===== config.mk =====
export PLATFORM = sky130hd
export DESIGN_NAME = adc_result_dma_sequencer
export DESIGN_NICKNAME = d
export VERILOG_FILES = /design/src/hw/seq_pkg.sv /design/src/hw/adc_result_dma_sequencer.sv
export SDC_FILE = /design/constraint.sdc
export NUM_CORES = 1
export LEC_CHECK = 0
export ABC_CLOCK_PERIOD_IN_PS = 7500
export BUFFER_PORTS_ARGS = -buffer_cell sky130_fd_sc_hd__clkbuf_2
export CORE_ASPECT_RATIO = 1.75
export CORE_UTILIZATION = 30
export CTS_CLUSTER_DIAMETER = 50
export DETAILED_ROUTE_END_ITERATION = 6
export MAX_ROUTING_LAYER = met4
export SKIP_LAST_GASP = 1
export SLEW_MARGIN = 20
export SYNTH_ARGS = -nofsm -noshare
export SYNTH_HDL_FRONTEND = slang
export SYNTH_SLANG_ARGS = --single-unit

===== constraint.sdc =====
create_clock -name SYS_CLK -period 7.5 [get_ports SYS_CLK]
set_input_delay 0.375 -clock SYS_CLK [delete_from_list [all_inputs] [get_ports SYS_CLK]]
set_output_delay 0.375 -clock SYS_CLK [all_outputs]
set_load 0.05 [all_outputs]

===== src/hw/seq_pkg.sv =====
// constants for the converter result sequencer
package seq_pkg;
	localparam int         INSTR_DEPTH   = 64;
	localparam int         IPTR_W        = 6;
	localparam logic [7:0] INSTR_RESET   = 8'h00;
	localparam int         BIT_CONT      = 7;
	localparam int         BIT_DIFF      = 6;
	localparam int         BIT_SECOND    = 5;
	localparam int         BIT_FIRST     = 4;
	localparam logic [15:0] PTR_STEP_ONE = 16'h0002;
	localparam logic [15:0] PTR_STEP_TWO = 16'h0004;
	localparam logic [15:0] COUNT_ZERO   = 16'h0000;
	localparam logic [15:0] WORD_RESET   = 16'h0000;
	localparam logic [5:0]  IPTR_RESET   = 6'h00;
	localparam logic [5:0]  IPTR_ONE     = 6'h01;
endpackage


===== src/hw/adc_result_dma_sequencer.sv =====
// result sequencer: instruction store, converter buffers, memory writer
`timescale 1ns/1ps

// ----------------------------------------
// Overview of operation
// ----------------------------------------
module adc_result_dma_sequencer (
	input  wire logic        SYS_CLK,        // system clock, 10 MHz
	input  wire logic        RESET,          // synchronous, active high
	input  wire logic [5:0]  IPTR_WDATA,     // instruction pointer write value
	input  wire logic        IPTR_WR,        // instruction pointer write strobe
	output logic      [5:0]  IPTR_VALUE,     // instruction pointer readback
	input  wire logic [7:0]  IDATA_WDATA,    // instruction data write value
	input  wire logic        IDATA_WR,       // instruction data write strobe
	input  wire logic        IDATA_RD,       // instruction data read strobe
	output logic      [7:0]  IDATA_RDATA,    // byte at instruction pointer
	input  wire logic        ENABLE_WR,      // enable bit write strobe
	input  wire logic        ENABLE_WDATA,   // enable value written
	output logic             ENABLE_STATUS,  // operation in progress
	input  wire logic        MODE_SELECT,    // 0 once per pass, 1 per-instruction repeat
	input  wire logic [5:0]  BOUNDARY,       // first instruction address
	input  wire logic [15:0] START_ADDR,     // start address pair
	input  wire logic [15:0] REPEAT_LIMIT,   // repeat limit pair
	output logic      [15:0] REPEAT_COUNT,   // repeat counter pair
	output logic      [15:0] WRITE_PTR,      // memory write pointer pair
	output logic      [5:0]  CURRENT_INSTR,  // current instruction address
	input  wire logic        FIRST_DONE,     // first converter result ready pulse
	input  wire logic [15:0] FIRST_RESULT,   // first converter result
	input  wire logic        SECOND_DONE,    // second converter result ready pulse
	input  wire logic [15:0] SECOND_RESULT,  // second converter result
	input  wire logic        OFFCHIP_SEL,    // target memory is off-chip
	input  wire logic        CORE_ONCHIP,    // core uses on-chip memory this cycle
	input  wire logic        HALT,           // off-chip halt bit
	input  wire logic        CORE_XREQ,      // core off-chip access request
	output logic             CORE_XACK,      // core off-chip access completion
	output logic             CORE_XPASS,     // core access reaches external memory
	output logic             MEM_WR,         // memory write strobe, 16 bits
	output logic      [15:0] MEM_ADDR,       // memory byte address
	output logic      [15:0] MEM_WDATA,      // memory write word
	output logic             MEM_OFFCHIP,    // write goes off-chip
	output logic             OFFCHIP_BUSY,   // sequencer accessing off-chip memory
	input  wire logic        FLAG_CLR,       // clear all sticky flags
	output logic             DONE_FLAG,      // operations complete, sticky
	output logic             EOO_FLAG,       // end instruction reached, sticky
	output logic             WARN_FIRST,     // first path warning
	output logic             WARN_SECOND,    // second path warning
	output logic             ERR_FIRST,      // first path error
	output logic             ERR_SECOND      // second path error
);
	typedef enum logic [3:0] {
		S_IDLE  = 4'b0001,
		S_WAIT  = 4'b0010,
		S_WR1   = 4'b0100,
		S_WR2   = 4'b1000
	} state_type;

	state_type   state;
	logic [7:0]  store [seq_pkg::INSTR_DEPTH];
	logic [7:0]  instr;
	logic [15:0] first_reg;
	logic [15:0] second_reg;
	logic        first_full;
	logic        second_full;
	logic        first_pend;
	logic        second_pend;
	logic        want_first;
	logic        want_second;
	logic        is_end;
	logic        two_words;
	logic        ready;
	logic        slot_ok;
	logic        take;
	logic        start;
	logic        last_write;
	logic        stop;

	// ----------------------------------------
	// decode
	// ----------------------------------------
	assign instr       = store[CURRENT_INSTR];
	assign is_end      = instr[6:4] == 3'b000;
	assign want_first  = instr[seq_pkg::BIT_FIRST] | instr[seq_pkg::BIT_DIFF];
	assign want_second = instr[seq_pkg::BIT_SECOND];
	assign two_words   = want_first & want_second;
	assign ready       = (!want_first || first_full) && (!want_second || second_full);
	// on-chip slots only when core is off the memory; off-chip only with halt clear
	assign slot_ok     = OFFCHIP_SEL ? !HALT : !CORE_ONCHIP;
	// a stop in a write slot wins: the word is neither written nor counted
	assign stop        = ENABLE_WR && !ENABLE_WDATA;
	assign take        = (state == S_WR1 || state == S_WR2) && slot_ok && !stop;
	assign last_write  = take && (state == S_WR2 || !two_words);
	assign start       = ENABLE_WR && ENABLE_WDATA && !ENABLE_STATUS;

	// ----------------------------------------
	// instruction store access
	// ----------------------------------------
	always_ff @(posedge SYS_CLK) begin
		if (IDATA_WR)
			store[IPTR_VALUE] <= IDATA_WDATA;
	end

	always_ff @(posedge SYS_CLK) begin
		if (RESET)
			IPTR_VALUE <= seq_pkg::IPTR_RESET;
		else if (IPTR_WR)
			IPTR_VALUE <= IPTR_WDATA;
		else if (IDATA_WR || IDATA_RD)
			IPTR_VALUE <= IPTR_VALUE + seq_pkg::IPTR_ONE;
	end

	always_ff @(posedge SYS_CLK) begin
		if (RESET)
			IDATA_RDATA <= seq_pkg::INSTR_RESET;
		else
			IDATA_RDATA <= store[IPTR_VALUE];
	end

	// ----------------------------------------
	// converter double buffers
	// ----------------------------------------
	// results are only accepted, never requested: converters run on their own
	always_ff @(posedge SYS_CLK) begin
		if (RESET) begin
			first_full <= 1'b0;
			first_pend <= 1'b0;
			first_reg  <= seq_pkg::WORD_RESET;
		end else begin
			if (last_write && want_first) begin
				first_full <= first_pend;
				first_pend <= 1'b0;
				// a waiting word sits in the converter register until now
				if (first_pend)
					first_reg <= FIRST_RESULT;
			end
			if (FIRST_DONE && ENABLE_STATUS) begin
				if (!first_full || (last_write && want_first && !first_pend)) begin
					first_full <= 1'b1;
					first_reg  <= FIRST_RESULT;
				end else
					first_pend <= 1'b1;
			end
		end
	end

	always_ff @(posedge SYS_CLK) begin
		if (RESET) begin
			second_full <= 1'b0;
			second_pend <= 1'b0;
			second_reg  <= seq_pkg::WORD_RESET;
		end else begin
			if (last_write && want_second) begin
				second_full <= second_pend;
				second_pend <= 1'b0;
				if (second_pend)
					second_reg <= SECOND_RESULT;
			end
			if (SECOND_DONE && ENABLE_STATUS) begin
				if (!second_full || (last_write && want_second && !second_pend)) begin
					second_full <= 1'b1;
					second_reg  <= SECOND_RESULT;
				end else
					second_pend <= 1'b1;
			end
		end
	end

	// ----------------------------------------
	// sticky flags: a set beats a clear
	// ----------------------------------------
	always_ff @(posedge SYS_CLK) begin
		if (RESET) begin
			WARN_FIRST  <= 1'b0;
			WARN_SECOND <= 1'b0;
			ERR_FIRST   <= 1'b0;
			ERR_SECOND  <= 1'b0;
		end else begin
			WARN_FIRST  <= (FIRST_DONE && ENABLE_STATUS && first_full) | (WARN_FIRST & !FLAG_CLR);
			WARN_SECOND <= (SECOND_DONE && ENABLE_STATUS && second_full) | (WARN_SECOND & !FLAG_CLR);
			ERR_FIRST   <= (FIRST_DONE && ENABLE_STATUS && first_pend) | (ERR_FIRST & !FLAG_CLR);
			ERR_SECOND  <= (SECOND_DONE && ENABLE_STATUS && second_pend) | (ERR_SECOND & !FLAG_CLR);
		end
	end

	// ----------------------------------------
	// sequencer
	// ----------------------------------------
	always_ff @(posedge SYS_CLK) begin
		if (RESET) begin
			state         <= S_IDLE;
			ENABLE_STATUS <= 1'b0;
			CURRENT_INSTR <= seq_pkg::IPTR_RESET;
			REPEAT_COUNT  <= seq_pkg::COUNT_ZERO;
			WRITE_PTR     <= seq_pkg::WORD_RESET;
			DONE_FLAG     <= 1'b0;
			EOO_FLAG      <= 1'b0;
		end else begin
			if (FLAG_CLR) begin
				DONE_FLAG <= 1'b0;
				EOO_FLAG  <= 1'b0;
			end
			if (ENABLE_WR && !ENABLE_WDATA) begin
				state         <= S_IDLE;
				ENABLE_STATUS <= 1'b0;
			end else if (start) begin
				state         <= S_WAIT;
				ENABLE_STATUS <= 1'b1;
				CURRENT_INSTR <= BOUNDARY;
				WRITE_PTR     <= START_ADDR;
				REPEAT_COUNT  <= REPEAT_LIMIT;
			end else begin
				unique case (state)
					S_IDLE: ;
					S_WAIT: begin
						if (is_end) begin
							EOO_FLAG      <= 1'b1;
							CURRENT_INSTR <= BOUNDARY;
							if (!instr[seq_pkg::BIT_CONT] &&
								(MODE_SELECT || REPEAT_COUNT <= 16'h0001)) begin
								state         <= S_IDLE;
								ENABLE_STATUS <= 1'b0;
								DONE_FLAG     <= 1'b1;
							end
							if (!instr[seq_pkg::BIT_CONT] && !MODE_SELECT)
								REPEAT_COUNT <= REPEAT_COUNT - 16'h0001;
						end else if (ready)
							state <= S_WR1;
					end
					S_WR1: begin
						if (take) begin
							WRITE_PTR <= WRITE_PTR + 16'h0002;
							if (two_words)
								state <= S_WR2;
						end
					end
					S_WR2: begin
						if (take)
							WRITE_PTR <= WRITE_PTR + 16'h0002;
					end
					default: state <= S_IDLE;
				endcase
				if (last_write) begin
					state <= S_WAIT;
					if (!MODE_SELECT)
						CURRENT_INSTR <= CURRENT_INSTR + seq_pkg::IPTR_ONE;
					else if (REPEAT_COUNT <= 16'h0001) begin
						REPEAT_COUNT  <= REPEAT_LIMIT;
						CURRENT_INSTR <= CURRENT_INSTR + seq_pkg::IPTR_ONE;
					end else
						REPEAT_COUNT <= REPEAT_COUNT - 16'h0001;
				end
			end
		end
	end

	// ----------------------------------------
	// memory port and core arbitration
	// ----------------------------------------
	// combined codes without differential store second first; differential comes from first register, then second
	always_comb begin
		MEM_WDATA = first_reg;
		if (state == S_WR1 && want_second && !(instr[seq_pkg::BIT_DIFF] && two_words))
			MEM_WDATA = second_reg;
		if (state == S_WR2 && instr[seq_pkg::BIT_DIFF])
			MEM_WDATA = second_reg;
	end

	assign MEM_WR       = take;
	assign MEM_ADDR     = WRITE_PTR;
	assign MEM_OFFCHIP  = OFFCHIP_SEL;
	assign OFFCHIP_BUSY = take && OFFCHIP_SEL;
	assign CORE_XACK    = CORE_XREQ;
	assign CORE_XPASS   = CORE_XREQ && HALT;

	// ----------------------------------------
	// checks
	// ----------------------------------------
	a_core_blocked: assert property (@(posedge SYS_CLK) disable iff (RESET)
		CORE_XREQ && !HALT |-> CORE_XACK && !CORE_XPASS) else $error("core reached memory");
	a_onchip_yield: assert property (@(posedge SYS_CLK) disable iff (RESET)
		MEM_WR && !MEM_OFFCHIP |-> !CORE_ONCHIP) else $error("write during core use");
	a_halt_hold: assert property (@(posedge SYS_CLK) disable iff (RESET)
		MEM_WR && MEM_OFFCHIP |-> !HALT) else $error("off-chip write while halted");
	a_ptr_step: assert property (@(posedge SYS_CLK) disable iff (RESET)
		MEM_WR && !start |=> WRITE_PTR == $past(WRITE_PTR) + 16'h0002) else $error("bad step");
	a_iptr_inc: assert property (@(posedge SYS_CLK) disable iff (RESET)
		(IDATA_WR || IDATA_RD) && !IPTR_WR |=> IPTR_VALUE == $past(IPTR_VALUE) + 6'h01)
		else $error("pointer not advanced");
	a_start_load: assert property (@(posedge SYS_CLK) disable iff (RESET)
		start |=> ENABLE_STATUS && WRITE_PTR == $past(START_ADDR)
		&& CURRENT_INSTR == $past(BOUNDARY)) else $error("start load wrong");
	a_count_load: assert property (@(posedge SYS_CLK) disable iff (RESET)
		start |=> REPEAT_COUNT == $past(REPEAT_LIMIT)) else $error("count not loaded");
	a_stop_write: assert property (@(posedge SYS_CLK) disable iff (RESET)
		ENABLE_WR && !ENABLE_WDATA |=> !ENABLE_STATUS) else $error("stop ignored");
	a_end_flag: assert property (@(posedge SYS_CLK) disable iff (RESET)
		state == S_WAIT && is_end && !ENABLE_WR |=> EOO_FLAG && CURRENT_INSTR == $past(BOUNDARY))
		else $error("end not handled");
endmodule


==> results of run 1 <==
-- power breakdown --
group          internal, mW  switching (mW)  leakage [nW]
sequential             3.74          0.0391          5.46
combinational         0.231           0.554          3.59
clock                  1.55            1.31         0.853
-- path summary, 6_finish.rpt --
path,startpoint,slack (ps),depth (start not counted),to
min,FIRST_RESULT[12],6,3,first_reg[12]
max reg2reg,register,2580,10,REPEAT_COUNT[2]
max,register,1980,8,MEM_WDATA[12]
min reg2reg,WARN_SECOND,470,2,WARN_SECOND
-- kinds of logic (layout without fill, tap and decap cells) --
logic type,Yosys count,after routing,share of synthesized area
other,0,3,0
adder cells (fa/ha/maj),6,6,0.002717
flip-flops,617,617,0.6543
multiplexers,147,147,0.08760
AO/OA/AOI/OAI,527,527,0.1442
buffers and inverters,166,376,0.02904
AND/OR/NAND/NOR,453,453,0.07790
XOR/XNOR,13,13,0.004263
-- routing by layer --
metal  global-route usage  vias up
met5                    -        -
met4               0.1378        0
met3              0.03142      290
met2               0.3446     1107
met1               0.1932     9354
li1                     -     8033
-- repair_timing --
item | CTS | global route
setup buffers | 0 | 0
endpoints found under the hold margin | 25 | 0
hold buffers | 25 | 0
-- layout make-up --
type / count / area, µm²
clock buffers: 65 / 1403
flip-flops and latches: 617 / 17480
inverters: 19 / 71.32
clock inverters: 34 / 374.1
diodes: 3 / 7.507
multi-input cells: 1146 / 8497
repair buffers: 258 / 1544
well taps: 1168 / 1461
fillers: 8380 / 57260
-- critical path, stage by stage, from the launching register on --
cell and delay, ps:
dfxtp_4 650, buf_4 660, mux4_2 590, a22oi_1 200
a31oi_1 180, or4_4 620, o31ai_4 900, mux2_2 430
clkbuf_2 240
-- metrics by stage --
stage | hold WS (ps) | util
2_1_floorplan | 452.7 | -
3_3_place_gp | 459.4 | 0.3269
3_5_place_dp | 461.8 | 0.3269
4_1_cts | 1.585 | 0.3499
5_1_grt | 1.772 | 0.3500
6_report | 6.010 | 0.3500
-- cell usage after synthesis, types with 7 or more instances --
cell and instances:
edfxtp_1 512, nor2_1 197, a22oi_1 182, dfxtp_1 105, nand2_1 93, clkbuf_1 82
mux4_2 67, o21ai_0 62, a21oi_1 56, mux2i_1 56, a221oi_1 52, nand3_1 43
a31oi_1 34, a22o_1 32, nand4_1 24, buf_1 22, buf_4 22, mux2_2 19
inv_1 18, a211oi_1 16, nor3_1 16, buf_2 14, a311oi_1 13, nor2b_1 13
or3_1 13, and2_1 11, o22ai_1 11, nor4_1 9, xor2_1 9, a41oi_1 7
and3_1 7, buf_6 7, o211ai_1 7
==> impl_metrics.ini, run 1 <==
[yosys]
ys_seq_area_frac = 0.6543
yosys_warnings = 0
ys.flop_type = edfxtp_1
synth-async-reset-ratio = 0
synth-seq-cells = 617
synth_area_leaders = edfxtp_1 (58%), dfxtp_1 (7.9%), mux4_2 (5.6%)
synth_fp_nets = 2033
yosys.area.top_type = edfxtp_1
synth_edf_count = 512
syn_avg_cell_area_um2 = 13.85
syn-cell-area_um2 = 26710
synth_cells = 1929
synth_top_area_share = 0.5756
synth.distinct_cells = 83

[placement]
io_buffers = 194
dp.cells = 3183
dp_hpwl_um = 57990
finalWeightedCongestion = 0.9628
pre_cts_ws_ps = 2548
place_area_um2 = 28800

[finish]
final_cell_mix = edfxtp_1 (512), nor2_1 (195), clkbuf_2 (190)
mostFrequentLayoutCell = edfxtp_1
largest_reg_flops = 512
final_cells = 3310
top_register = store
area_growth_pct = 15.46
final_nets = 2199
drive_above_1_share = 0.2043
fin_area_um2 = 30840

[sta]
finalSetupViolations = 0
period_needed_ps = 5521
fin_ws_ps = 1979
grt_setup_unrepaired = no
final_max_slew_viol_count = 0
max_freq_ghz = 0.1811
fin_skew_ps = 35.60
relSlewSlack = 0.1973
worstMarginPinSlew_ps = 1200
hold_viol = 0
fin_setup_tns_ps = 0
finalCritPeriodShare = 0.7361

[routing]
top_layer_used = met4
drc_errors = 0
drt-initial-drc-count = 2148
drt-vias-per-instance = 5.675
met1_length_um = 28990
route.vias.total = 18780
antenna_left = 0
wl_met2_um = 45100
routed-wl-met3_um = 6624
drtPass1Iterations = 6
routed_wirelength_um = 87530
wl_per_cell_um = 26.44

[global_route]
grt_pass1_vias = 18750
grt_util_all_layers = 0.1953
grt_max_degree = 72
grt_pass1_wl_um = 125000
antenna_found_initial = 3
overflow = 0

[floorplanning]
rows = 144
die_x_um = 227.6
die_area_um2 = 90280
start_util = 0.3032
io_pins = 195
core_um2 = 88100
die_height_um = 396.7

[worst_setup_path]
worstSetupPathType = register to output port
arrival_ps = 5150
cp-start-kind = register
crit_path_end_kind = output port
timing.critical_path.fanout_max = 38
required_ps = 7120

[cts]
cts_sinks = 617
clk_latency_ps = 650
root_buffer = clkbuf_16
cts_tree = yes
cts.path.max_buffers = 3
path_clk_slew_ps = 70
htree_levels = 2
numCtsBuffers = 53
cts.repair.resized = 0

[pwr]
power_mw = 7.430
power_per_cell_area_nw_per_um2 = 240.9
peakVddDrop_v = 0.0001841
leakage_nw = 9.909

[min_path]
hp-class = input port to register

[run_status]
status = finished, final reports clean

[run]
maxCapViolations = 0
Power figures use the tool's default switching activity.
==> inputs of run 2 (changes only) <==
Settings changed: ABC_AREA from default to 1, ABC_CLOCK_PERIOD_IN_PS 7500 to 5000.
Clock period 7.5 ns to 5 ns, I/O delays scaled along.
==> run 2 against run 1 <==
  * Sequential power rose by 51%
  * Critical path depth rose by 8
  * Synthesized cell count rose by 46%
  * Clock skew fell by 19 ps
  * Critical path type unchanged
  * Highest routed layer unchanged
  * Sequential share of layout area fell by 3.7 points
  * Worst hold slack improved by 18 ps
==> impl_metrics.ini, run 2 <==
[yosys]
yosys-top-cells-count = nand2_1 (798), edfxtp_1 (512), nand3_1 (331), inv_1 (178), nor2_1 (153)
yosys.area.top_type = edfxtp_1
synth_top_area_share = 0.5477
synth_cells = 2808
synth.most_common_cell = nand2_1
ys.flop_type = edfxtp_1
syn-cell-area_um2 = 28070
synth_edf_count = 512
synth-seq-cells = 617
ys_seq_area_frac = 0.6226
yosys_warnings = 0
synth.distinct_cells = 56
synth_area_leaders = edfxtp_1 (55%), nand2_1 (11%), dfxtp_1 (7.5%)
synth-async-reset-ratio = 0
syn_avg_cell_area_um2 = 9.997
synth_fp_nets = 2912

[cts]
cts.path.max_buffers = 3
postCtsSetupBuffers = 0
htree_levels = 2
cts.repair.resized = 0
path_clk_slew_ps = 70
cts_sinks = 617
numCtsBuffers = 54
cts_tree = yes
clk_latency_ps = 620
root_buffer = clkbuf_16

[finish]
final_nets = 3163
largest_reg_flops = 512
mostFrequentLayoutCell = nand2_1
drive_above_1_share = 0.1395
area_growth_pct = 17.62
final_cell_mix = nand2_1 (798), edfxtp_1 (512), nand3_1 (331)
top_register = store
seq_area_um2 = 17480
multi_input_area_um2 = 8964
fillCellCount = 9122

[worst_setup_path]
crit_path_end_kind = output port
worstSetupPathType = register to output port
cp-start-kind = register
arrival_ps = 4090
timing.critical_path.fanout_max = 80
required_ps = 4750

[sta]
grt_setup_unrepaired = no
hold_viol = 0
period_needed_ps = 4339
final_max_slew_viol_count = 0
max_freq_ghz = 0.2305
worstMarginPinSlew_ps = 1168
finalCritPeriodShare = 0.8678
fin_skew_ps = 17.08
relSlewSlack = 0.2204
finalSetupViolations = 0
hold_slack_ps = 23.98
fin_setup_tns_ps = 0

[floorplanning]
io_pins = 195
die_height_um = 406.7
die_area_um2 = 94850
start_util = 0.3026
rows = 148
die_x_um = 233.2
core_um2 = 92770

[routing]
routed_wirelength_um = 95610
drt-vias-per-instance = 5.252
met1_length_um = 32270
drtPass1Iterations = 6
drt-initial-drc-count = 2015
drc_errors = 0
wl_met2_um = 50660
wl_per_cell_um = 22.20
route.vias.total = 22610
antenna_left = 0
top_layer_used = met4
routed-wl-met3_um = 6748

[min_path]
hp-class = input port to register

[pwr]
peakVddDrop_v = 0.0002514
leakage_nw = 12.16
power_per_cell_area_nw_per_um2 = 356.1

[global_route]
grt_pass1_vias = 22220
grt_pass1_wl_um = 139100
overflow = 0
grt_max_degree = 81
antenna_found_initial = 3
grt_util_all_layers = 0.2033

[placement]
finalWeightedCongestion = 0.9237
dp_hpwl_um = 63080
io_buffers = 194

[run_status]
status = finished, final reports clean

[run]
maxCapViolations = 0
==> run 2: final cells by class <==
cell class	count	area share
Multi-Input combinational cell	1828	0.2715
Antenna cell	2	0.0001516
Tap cell	1200	0.04547
Sequential cell	617	0.5295
Inverter	195	0.02221
Clock buffer	58	0.04138
Clock inverter	43	0.01565
Timing Repair Buffer	363	0.07420
==> run 2: per-layer routing <==
metal,vias to the layer above,global-route usage
met1,10850,0.2007
met3,294,0.02671
li1,10390,-
met5,-,-
met4,0,0.1190
met2,1083,0.3760
==> run 2: power breakdown <==
group / internal, mW / total [mW] / switching (mW)
sequential: 5.63 / 5.69 / 0.0661
combinational: 0.424 / 1.56 / 1.13
clock: 2.52 / 4.51 / 1.98
total: 8.57 / 11.8 / 3.18
==> run 2: cells by family after synthesis <==
logic type | synth area share
flip-flops | 0.6226
buffers and inverters | 0.05861
XOR/XNOR | 0.004992
AND/OR/NAND/NOR | 0.2180
adder cells (fa/ha/maj) | 0.002229
AO/OA/AOI/OAI | 0.09360
==> run 2: what timing repair did <==
action,CTS,global route
endpoints found under the setup margin,0,0
endpoints found under the hold margin,70,0
hold buffers,69,0
==> run 2: worst paths after layout <==
| kind | slack (ps) | cells after the start | to | from |
|---|---|---|---|---|
| worst max-delay path | 660 | 16 | MEM_WDATA[10] | register |
| worst min-delay path | 20 | 3 | MEM_ADDR[5] | START_ADDR[5] |
| worst max register to register | 1100 | 15 | register | register |
| worst min register to register | 470 | 2 | ERR_FIRST | ERR_FIRST |
==> run 2: worst max-delay path, cell delays in order, from the launching register on <==
cell and delay (ps):
dfxtp_4 430, clkinv_2 70, buf_4 710, nand2_1 110, nand3_1 110, nand3_1 80, nand2_1 170, nand2_1 120
nand3_1 150, nand3_1 140, nand2_4 200, nand3_1 120, o21ai_2 80, buf_4 310, nand2_1 140, o21ai_0 140
clkbuf_2 340
==> run 2: through the flow <==
step           setup slack, ps  instances    util  total power [mW]  instance area [µm²]
2_1_floorplan             1932       2808       -             6.700                28070
5_1_grt                  495.2       4306  0.3559             12.12                33020
3_5_place_dp              1270       4134  0.3281             7.299                30440
6_report                 660.8       4306  0.3559             11.76                33020
3_3_place_gp              1282       4134  0.3281             7.292                30440
4_1_cts                  661.8       4304  0.3558             11.81                33010
